### config.mk
export PLATFORM = sky130hd
export DESIGN_NAME = ats_trigger_select
export DESIGN_NICKNAME = d
export VERILOG_FILES = /design/src/core/ats_pkg.sv /design/src/core/ats_trig_mux.sv /design/src/core/ats_trigger_select.sv
export SDC_FILE = /design/constraint.sdc
export NUM_CORES = 1
export LEC_CHECK = 0
export ABC_AREA = 1
export BUFFER_PORTS_ARGS = -buffer_cell sky130_fd_sc_hd__buf_4
export CORE_MARGIN = 3
export CORE_UTILIZATION = 50
export CTS_CLUSTER_DIAMETER = 150
export DETAILED_ROUTE_END_ITERATION = 8
export HOLD_SLACK_MARGIN = 0.12
export PLACE_DENSITY = 0.92
export REMOVE_ABC_BUFFERS = 1
export SYNTH_ARGS = -nofsm -noshare
export SYNTH_HDL_FRONTEND = slang
export SYNTH_HIERARCHICAL = 1
export SYNTH_SLANG_ARGS = --single-unit
### constraint.sdc
create_clock -name aclk -period 2.3 [get_ports aclk]
set_input_delay 0.46 -clock aclk [delete_from_list [all_inputs] [get_ports aclk]]
set_output_delay 0.46 -clock aclk [all_outputs]
set_load 0.02 [all_outputs]
### src/core/ats_pkg.sv
package ats_pkg;
   // ------------------------------------------------------------
   // register map
   // ------------------------------------------------------------
   localparam logic [11:0] ATS_TRIG_SEL_OFS   = 12'h014;
   localparam logic [11:0] ATS_TRIG_STAT_OFS  = 12'h024;
   localparam logic [11:0] ATS_SW_START_OFS   = 12'h028;
   localparam logic [31:0] ATS_TRIG_SEL_RST   = 32'h0000_0000;
   localparam logic [31:0] ATS_TRIG_SEL_MASK  = 32'h0000_0FFF;
   localparam int          ATS_NUM_SEQ        = 3;
   localparam int          ATS_FIELD_W        = 4;
   localparam int          ATS_SEQ0_LSB       = 0;
   localparam int          ATS_SEQ1_LSB       = 4;
   localparam int          ATS_SEQ2_LSB       = 8;

   // ------------------------------------------------------------
   // trigger source codes
   // ------------------------------------------------------------
   typedef enum logic [3:0] {
      ATS_SRC_SOFTWARE = 4'h0,
      ATS_SRC_COMP0    = 4'h1,
      ATS_SRC_COMP1    = 4'h2,
      ATS_SRC_EXT_PIN  = 4'h4,
      ATS_SRC_TIMER    = 4'h5,
      ATS_SRC_ALWAYS   = 4'hF
   } ats_src_t;

   localparam logic [1:0] ATS_RESP_OKAY   = 2'h0;
   localparam logic [1:0] ATS_RESP_SLVERR = 2'h2;
endpackage

### src/core/ats_trig_mux.sv
`timescale 1ns/10ps
module ats_trig_mux
   import ats_pkg::*;
(
   input  wire logic [3:0] sel,
   input  wire logic       sw_start,
   input  wire logic       comp0_evt,
   input  wire logic       comp1_evt,
   input  wire logic       pin_evt,
   input  wire logic       timer_evt,
   input  wire logic       timer_trig_en,
   output logic            trig
);
   // ------------------------------------------------------------
   // source decode
   // ------------------------------------------------------------
   wire logic is_sw    = (sel == ATS_SRC_SOFTWARE);
   wire logic is_c0    = (sel == ATS_SRC_COMP0);
   wire logic is_c1    = (sel == ATS_SRC_COMP1);
   wire logic is_pin   = (sel == ATS_SRC_EXT_PIN);
   wire logic is_tmr   = (sel == ATS_SRC_TIMER);
   wire logic is_alw   = (sel == ATS_SRC_ALWAYS);
   // reserved codes match nothing, so trig stays low
   assign trig = (is_sw & sw_start) | (is_c0 & comp0_evt) | (is_c1 & comp1_evt)
               | (is_pin & pin_evt) | (is_tmr & timer_evt & timer_trig_en)
               | is_alw;
endmodule // ats_trig_mux

### src/core/ats_trigger_select.sv
`timescale 1ns/10ps
// Overview of operation
// - bits 11:8 read-write select the trigger source of sequencer 2
// - bits 7:4 read-write select the trigger source of sequencer 1
// - bits 3:0 read-write select the trigger source of sequencer 0
// - 0x0 software start (reset default), 0x1 comparator 0, 0x2 comparator 1
// - 0x4 starts sampling on an external pin event
// - 0x5 starts on timer event only when timer trigger enable set
// - 0xF keeps the sequencer permanently triggered
// - each sequencer has its own independent trigger source
module ats_trigger_select
   import ats_pkg::*;
(
   input  wire logic                   aclk,
   input  wire logic                   aresetn,
   input  wire logic [11:0]            s_axi_awaddr,
   input  wire logic                   s_axi_awvalid,
   output logic                        s_axi_awready,
   input  wire logic [31:0]            s_axi_wdata,
   input  wire logic [3:0]             s_axi_wstrb,
   input  wire logic                   s_axi_wvalid,
   output logic                        s_axi_wready,
   output logic [1:0]                  s_axi_bresp,
   output logic                        s_axi_bvalid,
   input  wire logic                   s_axi_bready,
   input  wire logic [11:0]            s_axi_araddr,
   input  wire logic                   s_axi_arvalid,
   output logic                        s_axi_arready,
   output logic [31:0]                 s_axi_rdata,
   output logic [1:0]                  s_axi_rresp,
   output logic                        s_axi_rvalid,
   input  wire logic                   s_axi_rready,
   input  wire logic                   comp0_evt,
   input  wire logic                   comp1_evt,
   input  wire logic                   external_trigger_pin,
   input  wire logic                   timer_evt,
   input  wire logic                   timer_trig_en,
   output logic [ats_pkg::ATS_NUM_SEQ-1:0] seq_trigger
);
   import ats_pkg::*;

   // ------------------------------------------------------------
   // pin synchroniser
   // ------------------------------------------------------------
   logic pin_s1_reg;
   logic pin_s2_reg;
   always_ff @(posedge aclk) begin
      if (!aresetn) begin
         pin_s1_reg <= 1'b0;
         pin_s2_reg <= 1'b0;
      end else begin
         pin_s1_reg <= external_trigger_pin;
         pin_s2_reg <= pin_s1_reg;
      end
   end

   // ------------------------------------------------------------
   // address decode
   // ------------------------------------------------------------
   // word match only; the two low address bits do not take part
   function automatic logic addr_hit(input logic [11:0] addr, input logic [11:0] ofs);
      return (addr[11:2] == ofs[11:2]);
   endfunction

   // ------------------------------------------------------------
   // write channel
   // ------------------------------------------------------------
   logic [11:0] aw_addr_reg;
   logic        aw_have_reg;
   logic [31:0] w_data_reg;
   logic [3:0]  w_strb_reg;
   logic        w_have_reg;
   logic        bvalid_reg;
   logic [1:0]  bresp_reg;
   logic [11:0] trig_sel_reg;
   logic [2:0]  sw_start_reg;
   logic        awready_reg;
   logic        wready_reg;

   wire logic aw_take      = s_axi_awvalid & awready_reg;
   wire logic w_take       = s_axi_wvalid & wready_reg;
   wire logic wr_fire      = aw_have_reg & w_have_reg & ~bvalid_reg;
   wire logic wr_sel       = addr_hit(aw_addr_reg, ATS_TRIG_SEL_OFS);
   wire logic wr_sw        = addr_hit(aw_addr_reg, ATS_SW_START_OFS);
   wire logic wr_stat      = addr_hit(aw_addr_reg, ATS_TRIG_STAT_OFS);
   wire logic aw_have_next = aw_take | (aw_have_reg & ~wr_fire);
   wire logic w_have_next  = w_take | (w_have_reg & ~wr_fire);
   wire logic bvalid_next  = wr_fire | (bvalid_reg & ~s_axi_bready);
   wire logic wr_ok    = wr_sel | wr_sw | wr_stat;

   // byte-lane merge; fields only live in lanes 0 and 1
   wire logic [11:0] sel_merge = {w_strb_reg[1] ? w_data_reg[11:8] : trig_sel_reg[11:8],
                                  w_strb_reg[0] ? w_data_reg[7:0]  : trig_sel_reg[7:0]};

   always_ff @(posedge aclk) begin
      if (!aresetn) begin
         aw_have_reg <= 1'b0;
         aw_addr_reg <= 12'h000;
      end else if (aw_take) begin
         aw_have_reg <= 1'b1;
         aw_addr_reg <= s_axi_awaddr;
      end else if (wr_fire) begin
         aw_have_reg <= 1'b0;
      end
   end

   always_ff @(posedge aclk) begin
      if (!aresetn) begin
         w_have_reg <= 1'b0;
         w_data_reg <= 32'h0000_0000;
         w_strb_reg <= 4'h0;
      end else if (w_take) begin
         w_have_reg <= 1'b1;
         w_data_reg <= s_axi_wdata;
         w_strb_reg <= s_axi_wstrb;
      end else if (wr_fire) begin
         w_have_reg <= 1'b0;
      end
   end

   always_ff @(posedge aclk) begin
      if (!aresetn) begin
         bvalid_reg <= 1'b0;
         bresp_reg  <= ATS_RESP_OKAY;
      end else if (wr_fire) begin
         bvalid_reg <= 1'b1;
         bresp_reg  <= wr_ok ? ATS_RESP_OKAY : ATS_RESP_SLVERR;
      end else if (s_axi_bready) begin
         bvalid_reg <= 1'b0;
      end
   end

   // ready is a flop, so it is worked out from the next state of the holding registers
   always_ff @(posedge aclk) begin
      if (!aresetn) begin
         awready_reg <= 1'b0;
         wready_reg  <= 1'b0;
      end else begin
         awready_reg <= ~aw_have_next & ~bvalid_next;
         wready_reg  <= ~w_have_next & ~bvalid_next;
      end
   end

   // ------------------------------------------------------------
   // trigger select register
   // ------------------------------------------------------------
   always_ff @(posedge aclk) begin
      if (!aresetn) begin
         trig_sel_reg <= ATS_TRIG_SEL_RST[11:0];
      end else if (wr_fire && wr_sel) begin
         trig_sel_reg <= sel_merge;
      end
   end

   // software start is a one-cycle pulse per written bit
   always_ff @(posedge aclk) begin
      if (!aresetn) begin
         sw_start_reg <= 3'h0;
      end else if (wr_fire && wr_sw && w_strb_reg[0]) begin
         sw_start_reg <= w_data_reg[2:0];
      end else begin
         sw_start_reg <= 3'h0;
      end
   end

   // ------------------------------------------------------------
   // per-sequencer trigger mux
   // ------------------------------------------------------------
   logic [ATS_NUM_SEQ-1:0] trig_w;
   logic [ATS_NUM_SEQ-1:0] trig_reg;
   localparam int LSB [ATS_NUM_SEQ] = '{ATS_SEQ0_LSB, ATS_SEQ1_LSB, ATS_SEQ2_LSB};

   generate
      for (genvar i = 0; i < ATS_NUM_SEQ; i++) begin : g_seq
         ats_trig_mux u_mux (
            .sel           (trig_sel_reg[LSB[i] +: ATS_FIELD_W]),
            .sw_start      (sw_start_reg[i]),
            .comp0_evt     (comp0_evt),
            .comp1_evt     (comp1_evt),
            .pin_evt       (pin_s2_reg),
            .timer_evt     (timer_evt),
            .timer_trig_en (timer_trig_en),
            .trig          (trig_w[i])
         );
      end
   endgenerate

   always_ff @(posedge aclk) begin
      if (!aresetn) begin
         trig_reg <= '0;
      end else begin
         trig_reg <= trig_w;
      end
   end

   // ------------------------------------------------------------
   // read channel
   // ------------------------------------------------------------
   logic        rvalid_reg;
   logic [31:0] rdata_reg;
   logic [1:0]  rresp_reg;
   logic        arready_reg;

   wire logic ar_take     = s_axi_arvalid & arready_reg;
   wire logic rd_sel      = addr_hit(s_axi_araddr, ATS_TRIG_SEL_OFS);
   wire logic rd_stat     = addr_hit(s_axi_araddr, ATS_TRIG_STAT_OFS);
   wire logic rd_sw       = addr_hit(s_axi_araddr, ATS_SW_START_OFS);
   wire logic rvalid_next = ar_take | (rvalid_reg & ~s_axi_rready);
   wire logic [31:0] rd_mux = rd_sel  ? {20'h00000, trig_sel_reg} :
                              rd_stat ? {29'h00000000, trig_reg} : 32'h0000_0000;

   always_ff @(posedge aclk) begin
      if (!aresetn) begin
         rvalid_reg <= 1'b0;
         rdata_reg  <= 32'h0000_0000;
         rresp_reg  <= ATS_RESP_OKAY;
      end else if (ar_take) begin
         rvalid_reg <= 1'b1;
         rdata_reg  <= rd_mux;
         rresp_reg  <= (rd_sel | rd_stat | rd_sw) ? ATS_RESP_OKAY : ATS_RESP_SLVERR;
      end else if (s_axi_rready) begin
         rvalid_reg <= 1'b0;
      end
   end

   always_ff @(posedge aclk) begin
      if (!aresetn) begin
         arready_reg <= 1'b0;
      end else begin
         arready_reg <= ~rvalid_next;
      end
   end

   // ------------------------------------------------------------
   // outputs
   // ------------------------------------------------------------
   assign s_axi_awready = awready_reg;
   assign s_axi_wready  = wready_reg;
   assign s_axi_bvalid  = bvalid_reg;
   assign s_axi_bresp   = bresp_reg;
   assign s_axi_arready = arready_reg;
   assign s_axi_rvalid  = rvalid_reg;
   assign s_axi_rdata   = rdata_reg;
   assign s_axi_rresp   = rresp_reg;
   assign seq_trigger   = trig_reg;
endmodule // ats_trigger_select

==> results of run 1 <==
[kinds of logic (layout without fill, tap and decap cells)]
logic type | Yosys count | count (layout) | synth area share
AO/OA/AOI/OAI | 75 | 75 | 0.130
buffers and inverters | 95 | 142 | 0.156
flip-flops | 65 | 65 | 0.448
other | 1 | 22 | 0.00129
AND/OR/NAND/NOR | 179 | 179 | 0.264
[path summary, 6_finish.rpt]
kind                             start             end  slack, ps
setup / recovery         s_axi_arready  s_axi_rdata[4]        870
hold / removal    external_trigger_pin      pin_s1_reg        300
setup reg to reg         s_axi_arready  s_axi_rdata[4]        870
hold reg to reg             pin_s1_reg      pin_s2_reg        430
[synthesized netlist by cell type (2+ instances only)]
cell type  number
nor2_1         74
dfxtp_1        65
nand2_1        61
inv_1          52
o21ai_0        39
a21oi_1        35
nand3_1        30
buf_4          23
clkbuf_1       11
inv_2           4
nand4_1         4
nand2_2         3
nor2_2          3
buf_2           2
clkinv_1        2
[power breakdown]
part | switching (mW) | internal (mW)
logic | 0.192 | 0.126
clock network | 0.396 | 0.516
registers | 0.0302 | 1.19
total | 0.618 | 1.83
[cells in the final DEF, fill, tap and decap left out, drive strengths merged]
master    netlist  final
o21ai          39     39
nor2           78     78
nand3b          1      1
inv            56     56
buf            26     70
nand2          64     64
clkbuf         11     11
a21oi          35     35
nand3          32     32
nand4           4      4
conb            1     22
a21boi          1      1
dfxtp          65     65
bufinv          0      1
clkinvlp        0      1
clkinv          2      3
[cell type report]
class	count	area, sq um
clock inverters	3	42.5
multi-input cells	276	1230
flip-flops and latches	65	1300
repair buffers	70	526
inverters	58	218
fillers	473	2030
well taps	72	90.1
clock buffers	11	141
[routing by layer]
metal / GRT usage / routed length [microns] / up-vias
met2: 0.338 / 2910 / 98
met1: 0.217 / 2420 / 1140
li1: - / - / 1385
met5: 0 / 0 / -
met4: 0.0698 / 123 / 0
met3: 0.0835 / 574 / 13
[worst reg2reg max path: cells and delay by family, from the launching register on]
kind,cells,cell delay [ps]
AOI/OAI and AO/OA,2,460
buffers and inverters,1,470
DFF,1,310
and+or+nand+nor,1,50
[stage by stage]
step | std cells | util | instance area [sq um] | setup WS [ps]
floorplan | 399 | - | 2750 | 882
global placement | 541 | 0.603 | 3360 | 625
detailed placement | 541 | 0.603 | 3360 | 585
CTS | 555 | 0.636 | 3540 | 865
global route | 555 | 0.636 | 3540 | 646
finish | 555 | 0.636 | 3540 | 869
==> results.json, run 1 <==
{
  "overflow": 0,
  "end_kind": "flop",
  "avgRoutedWirePerCell_microns": 10.9,
  "leakagePower_nw": 1.77,
  "syn_inst": 415,
  "path_cells": "nand2_1, clkinv_1, o21ai_0, a21oi_1",
  "whs_path_depth": 3,
  "die_w_microns": 82.2,
  "synth_top_area_frac": 0.448,
  "vias": 2636,
  "crit_slowest_cell": "clkinv_1",
  "ys_ff_latch": 65,
  "critPathTopFamily": "buffers and inverters",
  "diodes": 0,
  "antenna_found_initial": 0,
  "crit_type": "reg -> reg",
  "yosys.area.top_type": "dfxtp_1",
  "fin_setup_tns_ps": 0,
  "syn_to_final_growth_pct": 22.2,
  "status": "finished, final reports clean",
  "synth_edf_count": 0,
  "ys_types": 22,
  "cts_buffer_depth": 2,
  "grt_max_degree": 39,
  "dieHeight_microns": 82.2,
  "drtIter0Drc": 114,
  "drive_gt1_frac": 0.199,
  "ioPinCount": 116,
  "netlist_area_sq_um": 2900,
  "cts.clk_slew.worst_paths_ps": 60,
  "finalSetupViolCount": 0,
  "finalHoldViolations": 0,
  "cp_num_buf_inv": 1,
  "power_density_nw_per_um2": 690,
  "peakVddDrop_v": 0.000534,
  "total_power_mw": 2.44,
  "detail-route-antenna-nets": 0,
  "synth_area_leaders": "dfxtp_1 (45%), nor2_1 (9.6%), nand2_1 (7.9%)",
  "postCtsSetupBuffers": 0,
  "cts-root-buf": "clkbuf_8",
  "hp-class": "in -> reg",
  "cts_sinks": 65,
  "cts_buffers": 9,
  "gr-usage-all-layers": 0.197,
  "die_area_sq_um": 6750,
  "worstPathArrival_ps": 1640,
  "rr_worst_depth": 4,
  "insertion_delay_ps": 340,
  "cts-htree-levels": 3,
  "rsz0062_at_grt": "no",
  "grt_pass1_vias": 2395,
  "drc": 0,
  "hpwl_microns": 4300,
  "rows": 27,
  "synthArstFlopShare": 0,
  "slew_headroom": 0.601,
  "cp.required_ps": 2510,
  "cts_tree": "done",
  "ys.flop_type": "dfxtp_1",
  "skew_ps": 6.83,
  "tightest_slew_ps": 595,
  "firstDrtPassIters": 5,
  "clock.fmax_mhz": 699,
  "maxCapViolCount": 0,
  "crit_fanout": 27,
  "drt-total-wl_microns": 6030,
  "coreArea_sq_um": 5570,
  "syn_area_per_cell_sq_um": 6.99,
  "seq_area_frac_synth": 0.448,
  "cp.depth": 4,
  "nets": 552,
  "cts_resized": 0,
  "gp_congestion": 0.880,
  "fin_crit_ps": 1430,
  "yosysWarnings": 6,
  "grt_pass1_wl_microns": 10100,
  "start_util": 0.521,
  "fin_crit_sh": 0.622,
  "slew_violations": 0,
  "whs_ps": 299,
  "critPathMaxStageDelay_ps": 470,
  "routed_via_density": 4.75,
  "hold_buffers": 0,
  "startpoint_type": "flop",
  "numPortBuffers": 67
}
Power figures use the tool's default switching activity.
==> inputs of run 2 (changes only) <==
CORE_UTILIZATION = 48   (was 50)
PLACE_DENSITY = 0.89   (was 0.92)
clock period = 1.4 ns   (was 2.3 ns; I/O delays follow)
==> run 2 against run 1 <==
Total power rose by 54%; sequential share of layout area down 0.18 points; utilization is 0.83 points lower; clock power rose by 35%; setup slack got worse by 710 ps; count of clock-buffer cells in the layout grew 2; register-to-register slack lost 710 ps; routed wire length decreased by 2.1%; non-clock buffer count is 5 higher; global-route usage shrank 2.1 points; combinational power increased by 67%; first-iteration DRC count increased by 27%; critical path type unchanged; largest cell class unchanged; largest power group unchanged.
==> results.json, run 2 (synthesized netlist as in run 1, its figures left out) <==
{
  "status": "finished, final reports clean",
  "clock.fmax_mhz": 809,
  "power_density_nw_per_um2": 1050,
  "ioPinCount": 116,
  "worstPathArrival_ps": 1510,
  "end_kind": "flop",
  "layout_common_cells": "nor2_1 (74), buf_4 (73), dfxtp_1 (65), nand2_1 (61), inv_1 (52)",
  "diodes": 0,
  "insertion_delay_ps": 330,
  "fin_setup_tns_ps": 0,
  "start_util": 0.511,
  "fin_crit_ps": 1240,
  "dieHeight_microns": 83.8,
  "power.share.sequential": 0.532,
  "antenna_found_initial": 0,
  "leakagePower_nw": 1.78,
  "p_sw_frac": 0.258,
  "cts_buffer_depth": 2,
  "overflow": 0,
  "drtIter0Drc": 145,
  "firstDrtPassIters": 5,
  "startpoint_type": "flop",
  "die_w_microns": 83.8,
  "postCtsSetupBuffers": 0,
  "drive_gt1_frac": 0.199,
  "cts.clk_slew.worst_paths_ps": 60,
  "grt_max_degree": 28,
  "rsz0062_at_grt": "no",
  "crit_type": "reg -> reg",
  "drt-total-wl_microns": 5910,
  "fin_crit_sh": 0.883,
  "finalSetupViolCount": 0,
  "avgRoutedWirePerCell_microns": 10.5,
  "detail-route-antenna-nets": 0,
  "cp.required_ps": 1670,
  "gr-usage-all-layers": 0.176,
  "syn_to_final_growth_pct": 22.8,
  "internal-power_mw": 2.79,
  "fillCellCount": 527,
  "slew_violations": 0,
  "routed_via_density": 4.67,
  "power_frac_clock": 0.328,
  "hpwl_microns": 4380,
  "skew_ps": 4.87,
  "fin_util": 0.628,
  "fin_ws_ps": 163,
  "rows": 27,
  "vias": 2615,
  "layout_commonest_cell": "nor2_1",
  "coreArea_sq_um": 5680,
  "grt_pass1_wl_microns": 10100,
  "gp_congestion": 0.849,
  "maxCapViolCount": 0,
  "cts-htree-levels": 3,
  "finalHoldViolations": 0,
  "seqCellArea_sq_um": 1300,
  "numPortBuffers": 67,
  "hp-class": "in -> reg",
  "cts_sinks": 65,
  "multi_input_area_sq_um": 1230,
  "nets": 557,
  "cts_tree": "done",
  "peakVddDrop_v": 0.000774,
  "power.switching_mw": 0.968,
  "die_area_sq_um": 7010,
  "cts_buffers": 9,
  "dp_slack_ps": 162,
  "drc": 0,
  "cts-root-buf": "clkbuf_8",
  "grt_pass1_vias": 2361,
  "p_comb_frac": 0.141,
  "crit_fanout": 16
}
run 2: changes by cell type in the layout (fill, tap and decap cells not counted), sizes merged:
cell,change
bufinv,-1
dlygate4sd3,+1
buf,+4
clkinvlp,-1
clkbuf,+2
run 2: cell type report:
class / instances / area share
Sequential cell: 65 / 0.365
Inverter: 58 / 0.0611
Tap cell: 72 / 0.0253
Clock buffer: 13 / 0.0390
Timing Repair Buffer: 75 / 0.162
Clock inverter: 1 / 0.00140
Multi-Input combinational cell: 276 / 0.346
run 2: path summary, 6_finish.rpt:
path / depth (start not counted) / to / start / slack, ps
min reg2reg: 2 / pin_s2_reg / pin_s1_reg / 420
min: 3 / w_data_reg[7] / s_axi_wdata[7] / 190
max: 8 / trig_sel_reg[3] / aw_addr_reg[2] / 160
max reg2reg: 8 / trig_sel_reg[3] / aw_addr_reg[2] / 160
run 2: repair_timing:
| item | CTS | global route |
|---|---|---|
| resized for setup | 0 | 1 |
| hold buffers | 1 | 0 |
| endpoints found under the setup margin | 0 | 1 |
| endpoints found under the hold margin | 1 | 0 |
run 2: routing by layer:
metal  share of wire  GRT usage
met1            0.42      0.195
met2            0.47      0.291
met3           0.099     0.0918
met4          0.0059     0.0599
met5               0          0
run 2: worst max-delay path, cell delays in order (launching register included):
cell	delay (ps)
dfxtp_1	370
inv_2	50
nor2_1	80
nand2_1	90
nor2_4	140
nand3_4	180
nand2_1	120
nand2_1	60
nor2_1	90
run 2: per-stage QoR:
step | hold slack, ps | cells | area, sq um | power, mW
floorplan | 373 | 399 | 2750 | 2.32
global placement | 403 | 545 | 3400 | 2.54
detailed placement | 403 | 545 | 3400 | 2.56
CTS | 178 | 560 | 3560 | 3.81
global route | 175 | 560 | 3560 | 3.97
finish | 194 | 560 | 3560 | 3.75
run 2: power by group through the flow:
stage / registers [mW] / logic, mW / clock network [mW]
2_1_floorplan: 2.07 / 0.250 / 0
3_3_place_gp: 2.03 / 0.512 / 0
3_5_place_dp: 2.04 / 0.527 / 0
4_1_cts: 2.00 / 0.531 / 1.28
5_1_grt: 2.01 / 0.590 / 1.38
6_report: 2.00 / 0.529 / 1.23
